===== src/core/ifpub_defines.svh =====
`ifndef IFPUB_DEFINES_SVH
`define IFPUB_DEFINES_SVH
// ----------------------------------------
// Register offsets
// ----------------------------------------
`define IFPUB_FORCE_OFF 12'h000
`define IFPUB_CLEAR_OFF 12'h004
`define IFPUB_ENABLE_OFF 12'h008
`define IFPUB_IRQ_STAT_OFF 12'h00C
`define IFPUB_IRQ_EN_OFF 12'h010
`define IFPUB_IRQ_CLR_OFF 12'h014
// ----------------------------------------
// Field layout and reset values
// ----------------------------------------
`define IFPUB_NLINES 18
`define IFPUB_FIRST_LINE 32
`define IFPUB_PEND_RST 18'h00000
`define IFPUB_ENA_RST 18'h00000
`define IFPUB_IRQ_RST 2'h0
`define IFPUB_EV_SET 0
`define IFPUB_EV_NEW 1
`endif


===== src/core/ifpub_pkg.sv =====
`include "ifpub_defines.svh"
package ifpub_pkg;
   typedef logic [`IFPUB_NLINES-1:0] ifpub_lines_t;
   typedef logic [31:0] ifpub_word_t;
endpackage : ifpub_pkg


===== src/core/ifpub_sync.sv =====
`timescale 1ns/1ps
`default_nettype none
// Two-flop synchroniser for a bundle of source levels
module ifpub_sync
   import ifpub_pkg::*;
(
   // Clock and reset
   input wire logic pclk,
   input wire logic presetn,
   input wire logic clk_en,
   // Data
   input wire ifpub_lines_t din,
   output ifpub_lines_t dout
);
   ifpub_lines_t meta_r, meta_nxt, sync_r, sync_nxt;

   // Next values of the two stages
   always_comb begin
      meta_nxt = clk_en ? din : meta_r;
      sync_nxt = clk_en ? meta_r : sync_r;
   end

   // Register stages
   always_ff @(posedge pclk or negedge presetn) begin
      if (!presetn) begin
         meta_r <= `IFPUB_PEND_RST;
         sync_r <= `IFPUB_PEND_RST;
      end else begin
         meta_r <= meta_nxt;
         sync_r <= sync_nxt;
      end
   end

   assign dout = sync_r;
endmodule : ifpub_sync
`default_nettype wire


===== src/core/ifpub_top.sv =====
`timescale 1ns/1ps
`default_nettype none
module ifpub_top
   import ifpub_pkg::*;
(
   // Clock, reset, enable
   input wire logic pclk,
   input wire logic presetn,
   input wire logic clk_en,
   // APB slave
   input wire logic psel,
   input wire logic penable,
   input wire logic pwrite,
   input wire logic [11:0] paddr,
   input wire logic [31:0] pwdata,
   output logic [31:0] prdata,
   output logic pready,
   output logic pslverr,
   // Interrupt sources, lines 32..49 (asynchronous levels)
   input wire ifpub_lines_t irq_src,
   // Pending lines toward the core
   output ifpub_lines_t pending_out,
   // Summary interrupt
   output logic irq
);
   // ----------------------------------------
   // Decode helpers
   // ----------------------------------------
   // Word match on the upper address bits; byte lanes are ignored
   function automatic logic hit(input logic [11:0] a, input logic [11:0] o);
      hit = (a[11:2] == o[11:2]);
   endfunction : hit

   // Lines above the bank width are dropped on write
   function automatic ifpub_lines_t low_bits(input logic [31:0] d);
      low_bits = d[`IFPUB_NLINES-1:0];
   endfunction : low_bits

   // ----------------------------------------
   // Source synchronisation
   // ----------------------------------------
   // Sources are asynchronous levels; only the second stage is read
   ifpub_lines_t src_s;
   ifpub_sync u_sync (
      .pclk(pclk),
      .presetn(presetn),
      .clk_en(clk_en),
      .din(irq_src),
      .dout(src_s)
   );

   // ----------------------------------------
   // State
   // ----------------------------------------
   // Pending bank, line enables and the delayed source for edges
   ifpub_lines_t pend_r, pend_nxt, ena_r, ena_nxt, src_q_r, src_q_nxt;
   // Status, its enables and the summary output
   logic [1:0] ist_r, ist_nxt, ien_r, ien_nxt;
   logic [31:0] prdata_r, prdata_nxt;
   logic irq_r, irq_nxt;
   // Bus side
   logic acc, wr, rd, mapped;
   logic ready_r, ready_nxt, err_r, err_nxt;
   ifpub_lines_t force_v, clear_v, rise_v, set_v, arm_v;
   logic set_ev, new_ev;

   // ----------------------------------------
   // Bus decode
   // ----------------------------------------
   // Access phase qualifier; nothing is taken while the enable is low
   assign acc = psel & penable & clk_en;
   // Writes land only at the edge that completes the transfer, so a
   // clear or a force is applied exactly once per bus write
   assign wr = acc & pwrite & ready_r;
   // Read data is captured in the wait cycle and stands with ready
   assign rd = acc & ~pwrite & ~ready_r;
   // Any of the six register words; the rest answer with an error
   assign mapped = hit(paddr, `IFPUB_FORCE_OFF) |
                   hit(paddr, `IFPUB_CLEAR_OFF) |
                   hit(paddr, `IFPUB_ENABLE_OFF) |
                   hit(paddr, `IFPUB_IRQ_STAT_OFF) |
                   hit(paddr, `IFPUB_IRQ_EN_OFF) |
                   hit(paddr, `IFPUB_IRQ_CLR_OFF);

   // ----------------------------------------
   // Pending bank
   // ----------------------------------------
   // Pending set and clear terms; a disabled line takes no set at all
   always_comb begin
      force_v = (wr && hit(paddr, `IFPUB_FORCE_OFF)) ?
                low_bits(pwdata) : '0;
      clear_v = (wr && hit(paddr, `IFPUB_CLEAR_OFF)) ?
                low_bits(pwdata) : '0;
      rise_v = clk_en ? (src_s & ~src_q_r) : '0;
      arm_v = (force_v | rise_v) & ena_r;
      // Only lines that were not yet pending count as newly pended
      set_v = arm_v & ~pend_r;
      set_ev = |set_v;
      new_ev = |(rise_v & ena_r);
   end

   // Next state of the pending bank and enables
   // Pending holds after its source falls; only a clear drops it
   always_comb begin
      pend_nxt = pend_r;
      ena_nxt = ena_r;
      src_q_nxt = clk_en ? src_s : src_q_r;
      if (clk_en) begin
         // Set wins over a clear in the same cycle, also for a line
         // that was already pending when its source rose again
         pend_nxt = (pend_r & ~clear_v) | arm_v;
      end
      if (wr && hit(paddr, `IFPUB_ENABLE_OFF)) begin
         ena_nxt = low_bits(pwdata);
      end
   end

   // ----------------------------------------
   // Interrupt status
   // ----------------------------------------
   // Interrupt status, enable and output
   // Status bits are sticky; a clear loses to an event in the same cycle
   always_comb begin
      ist_nxt = ist_r;
      ien_nxt = ien_r;
      if (wr && hit(paddr, `IFPUB_IRQ_CLR_OFF)) begin
         ist_nxt = ist_r & ~pwdata[1:0];
      end
      if (wr && hit(paddr, `IFPUB_IRQ_EN_OFF)) begin
         ien_nxt = pwdata[1:0];
      end
      if (clk_en) begin
         ist_nxt[`IFPUB_EV_SET] = ist_nxt[`IFPUB_EV_SET] | set_ev;
         ist_nxt[`IFPUB_EV_NEW] = ist_nxt[`IFPUB_EV_NEW] | new_ev;
      end
      irq_nxt = clk_en ? |(ist_nxt & ien_nxt) : irq_r;
   end

   // ----------------------------------------
   // Read path
   // ----------------------------------------
   // Read data mux; unused upper bits read zero
   // Write-only and unmapped words read as zero
   always_comb begin
      prdata_nxt = prdata_r;
      if (rd) begin
         prdata_nxt = 32'h00000000;
         if (hit(paddr, `IFPUB_FORCE_OFF)) begin
            prdata_nxt[`IFPUB_NLINES-1:0] = pend_r;
         end else if (hit(paddr, `IFPUB_ENABLE_OFF)) begin
            prdata_nxt[`IFPUB_NLINES-1:0] = ena_r;
         end else if (hit(paddr, `IFPUB_IRQ_STAT_OFF)) begin
            prdata_nxt[1:0] = ist_r;
         end else if (hit(paddr, `IFPUB_IRQ_EN_OFF)) begin
            prdata_nxt[1:0] = ien_r;
         end
      end
   end

   // ----------------------------------------
   // State registers
   // ----------------------------------------
   // Register all state but the handshake flags; the reset branch loads constants only
   always_ff @(posedge pclk or negedge presetn) begin
      if (!presetn) begin
         pend_r <= `IFPUB_PEND_RST;
         ena_r <= `IFPUB_ENA_RST;
         src_q_r <= `IFPUB_PEND_RST;
         ist_r <= `IFPUB_IRQ_RST;
         ien_r <= `IFPUB_IRQ_RST;
         irq_r <= 1'b0;
         prdata_r <= 32'h00000000;
      end else begin
         pend_r <= pend_nxt;
         ena_r <= ena_nxt;
         src_q_r <= src_q_nxt;
         ist_r <= ist_nxt;
         ien_r <= ien_nxt;
         irq_r <= irq_nxt;
         prdata_r <= prdata_nxt;
      end
   end

   // ----------------------------------------
   // APB handshake
   // ----------------------------------------
   // One wait cycle, registered answer; ready stands for one cycle and
   // the error flag stands with it for an unmapped word
   always_comb begin
      ready_nxt = ready_r;
      err_nxt = err_r;
      if (clk_en) begin
         ready_nxt = psel & penable & ~ready_r;
         err_nxt = psel & penable & ~ready_r & ~mapped;
      end
   end

   always_ff @(posedge pclk or negedge presetn) begin
      if (!presetn) begin
         ready_r <= 1'b0;
         err_r <= 1'b0;
      end else begin
         ready_r <= ready_nxt;
         err_r <= err_nxt;
      end
   end

   // ----------------------------------------
   // Outputs
   // ----------------------------------------
   // Every output comes straight from a flip-flop
   assign pready = ready_r;
   assign pslverr = err_r;
   assign prdata = prdata_r;
   assign pending_out = pend_r;
   assign irq = irq_r;
endmodule : ifpub_top
`default_nettype wire


===== config.mk =====
export PLATFORM = sky130hd
export DESIGN_NAME = ifpub_top
export DESIGN_NICKNAME = d
export VERILOG_FILES = /design/src/core/ifpub_pkg.sv /design/src/core/ifpub_sync.sv /design/src/core/ifpub_top.sv
export VERILOG_INCLUDE_DIRS = /design/src /design/src/core
export SDC_FILE = /design/constraint.sdc
export NUM_CORES = 1
export LEC_CHECK = 0
export BUFFER_PORTS_ARGS = -buffer_cell sky130_fd_sc_hd__buf_2
export CAP_MARGIN = 20
export CORE_UTILIZATION = 30
export CTS_BUF_LIST = sky130_fd_sc_hd__clkbuf_4
export DETAILED_ROUTE_END_ITERATION = 12
export SYNTH_ARGS = -nofsm -noshare
export SYNTH_HDL_FRONTEND = slang
export SYNTH_HIERARCHICAL = 1
export SYNTH_SLANG_ARGS = --single-unit

===== constraint.sdc =====
create_clock -name pclk -period 3.65 [get_ports pclk]
set_input_delay 0.5475 -clock pclk [delete_from_list [all_inputs] [get_ports pclk]]
set_output_delay 0.5475 -clock pclk [all_outputs]
set_load 0.02 [all_outputs]

==> impl_metrics.yaml <==
outcome:
  status: "completed"
cts:
  cts_resized: 0
  htreeDepth: 4
  postCtsSetupRepairBufs: 0
  cts_sinks: 115
  clockBufferDepth: 2
  cts_tree: "done"
  clock-root-buffer: "clkbuf_4"
  numCtsBuffers: 17
  worst_setup_hold_path_clk_slew_ns: 0.10
  clk_latency_ns: 0.50
  cts_hold_buf: 0
worst_hold_path:
  worstHoldPathType: "in -> async"
floorplanning:
  core_area_um2: 18000
  start_util_pct: 30.6
  io-pin-count: 121
  rows: 49
  die_h_um: 138
  dieArea_um2: 19000
  dieWidth_um: 138
layout:
  fill_cells: 1803
  antenna_cells: 0
  areaGrowthSynthToFinish_pct: 17.6
  utilization_pct: 36.0
  fin_area_um2: 6490
  nNetsFinal: 623
  layout-drive-gt1-share_pct: 37.5
critical_path:
  crit_path_end_kind: "flop"
  r2r_slack_ns: 1.39
  ff2ff_path_depth: 5
  critPathArrivalTime_ns: 2.82
  required_ns: 4.03
  r2r-start: "pready"
  critPathKind: "in -> reg"
  timing.rr.end: "irq"
  crit_path_max_fanout: 35
  start_kind: "input port"
grt:
  grt.busiest_layer: "met2"
  grt_antenna_before_repair: 0
  grt_pass1_vias: 3888
  grt_overflow: 0
  use_met3_pct: 3.50
  grt_max_degree: 61
  gr-usage-met1_pct: 20.4
  grt_pass1_wl_mm: 21.1
  grtUsageTotal_pct: 14.9
  grtUsageMet2_pct: 21.9
yosys:
  avgSynthCellArea_um2: 12.1
  synth-edff-count: 0
  ys.flop_type: "dfrtp_1"
  yosysWarnings: 6
  synthCells: 456
  syn_area_um2: 5520
  synth_seq_area_share_pct: 52.1
  ys_types: 47
  synthArstFlopShare_pct: 100
  synth-seq-cells: 115
timing:
  setup_viol: 0
  final_max_slew_viol_count: 0
  fin_ws_ns: 1.21
  slew_headroom_pct: 46.6
  hold_viol: 0
  max_freq_mhz: 410
  period_share_pct: 66.9
  layout_min_cycle_time_ns: 2.44
  max_slew.worst_pin.slew_ns: 0.801
  clock_skew_ns: 0.0171
  rsz0062_at_grt: "false"
  fin_tns_setup_ns: 0
routing:
  avgRoutedWirePerCell_um: 17.0
  drt_iter0_drc: 291
  drc: 0
  ant_nets: 0
  vias: 4019
  routed_via_density: 5.04
  drt-pass1-iter-count: 5
  drt_wl_total_mm: 13.6
flow_run:
  cap_violations: 0
place:
  hpwlAfterDp_mm: 9.96
  gp_congestion: 0.886
  placed_cell_area_um2: 6170
  place_ws_ns: 0.698
  port_buffers: 90
power:
  p_leak_nw: 3.27
  p_total_w: 0.00289
  powerDensity_nw_per_um2: 445
  vdd_drop_max_mv: 0.246
-- metrics by stage --
stage,cells,hold slack [ns]
floorplan,469,0.252
global placement,765,0.461
detailed placement,765,0.469
CTS,797,0.105
global route,797,0.144
finish,797,0.122
-- state kept, by name (all words and copies together) (netlist names) --
register       flops
pready             1
pending_out       18
ist_r              2
src_q_r           18
u_sync/dout       18
pslverr            1
prdata            18
u_sync/meta_r     18
irq                1
ena_r             18
ien_r              2
-- cell families (layout without fill, tap and decap cells) --
logic type	Yosys count	count (layout)	synth area share (%)
other	1	14	0.0679
buffers and inverters	46	145	5.35
DFF	115	115	52.1
AOI/OAI and AO/OA	69	69	9.27
and+or+nand+nor	149	149	15.0
muxes	76	76	18.2
-- cell usage after synthesis (2+ instances only) --
library cell | number | share of area [%]
dfrtp_1 | 115 | 52
nand2_1 | 46 | 3.1
mux2_4 | 40 | 11
nor2_1 | 35 | 2.4
mux2_2 | 34 | 6.9
nand4b_1 | 17 | 2.7
o22ai_1 | 16 | 1.8
buf_4 | 14 | 1.9
inv_1 | 13 | 0.88
a211o_1 | 12 | 1.9
a221oi_1 | 12 | 1.9
clkbuf_1 | 9 | 0.61
nand3_1 | 9 | 0.82
nor2b_1 | 8 | 0.91
o21ai_0 | 7 | 0.63
nand4_1 | 6 | 0.68
and3_1 | 5 | 0.57
a21o_1 | 4 | 0.54
a22oi_1 | 4 | 0.54
nand3b_1 | 4 | 0.54
nor3_1 | 4 | 0.36
o31ai_1 | 4 | 0.54
a22o_1 | 3 | 0.48
buf_1 | 3 | 0.20
buf_12 | 3 | 1.1
nor4_1 | 3 | 0.34
a21oi_1 | 2 | 0.18
a31oi_1 | 2 | 0.23
and3b_1 | 2 | 0.32
buf_2 | 2 | 0.18
mux2i_1 | 2 | 0.36
-- worst max-delay path by stage --
stage	start	end	slack, ns	cells past startpoint
final	clk_en	irq	1.21	7
after floorplan	paddr[8]	ena_r[10]	1.22	6
after CTS	clk_en	irq	1.24	7
after global routing	clk_en	irq	1.10	7
after global placement	clk_en	irq	0.75	7
after detailed placement	clk_en	irq	0.70	7
-- critical path: stages --
cell and delay, ns:
buf_4 0.35, and4_1 0.26, nand4_1 0.36, nor3_1 0.41, mux2_2 0.39, and3_1 0.18
a311o_1 0.31
-- cell usage in the layout, fill, tap and decap left out, drive strengths merged, types with 13 or more instances in the layout --
cell type    n
buf        100
inv         13
mux2        74
conb        14
clkbuf      19
nand4b      17
o22ai       16
dfrtp      115
nor2        35
nand2       47
-- routing by layer --
layer,wire length (um),vias to the layer above
met4,422,0
met1,6290,1975
met5,0,-
met2,5980,167
li1,-,1849
met3,870,28
-- layout make-up --
class	instances	area, um2	share of cell area [%]
repair buffers	100	543	8.36
clock inverters	13	185	2.85
multi-input cells	308	2410	37.1
inverters	13	48.8	0.751
well taps	229	287	4.41
clock buffers	19	143	2.20
flip-flops and latches	115	2880	44.3
-- power breakdown --
part / leakage, nW / internal (W) / total [W] / switching [W]
logic: 1.64 / 0.000182 / 0.000366 / 0.000184
clock network: 0.174 / 0.000560 / 0.00104 / 0.000485
registers: 1.46 / 0.00140 / 0.00148 / 0.0000791
Note: power is estimated with default switching activity, not from simulation.
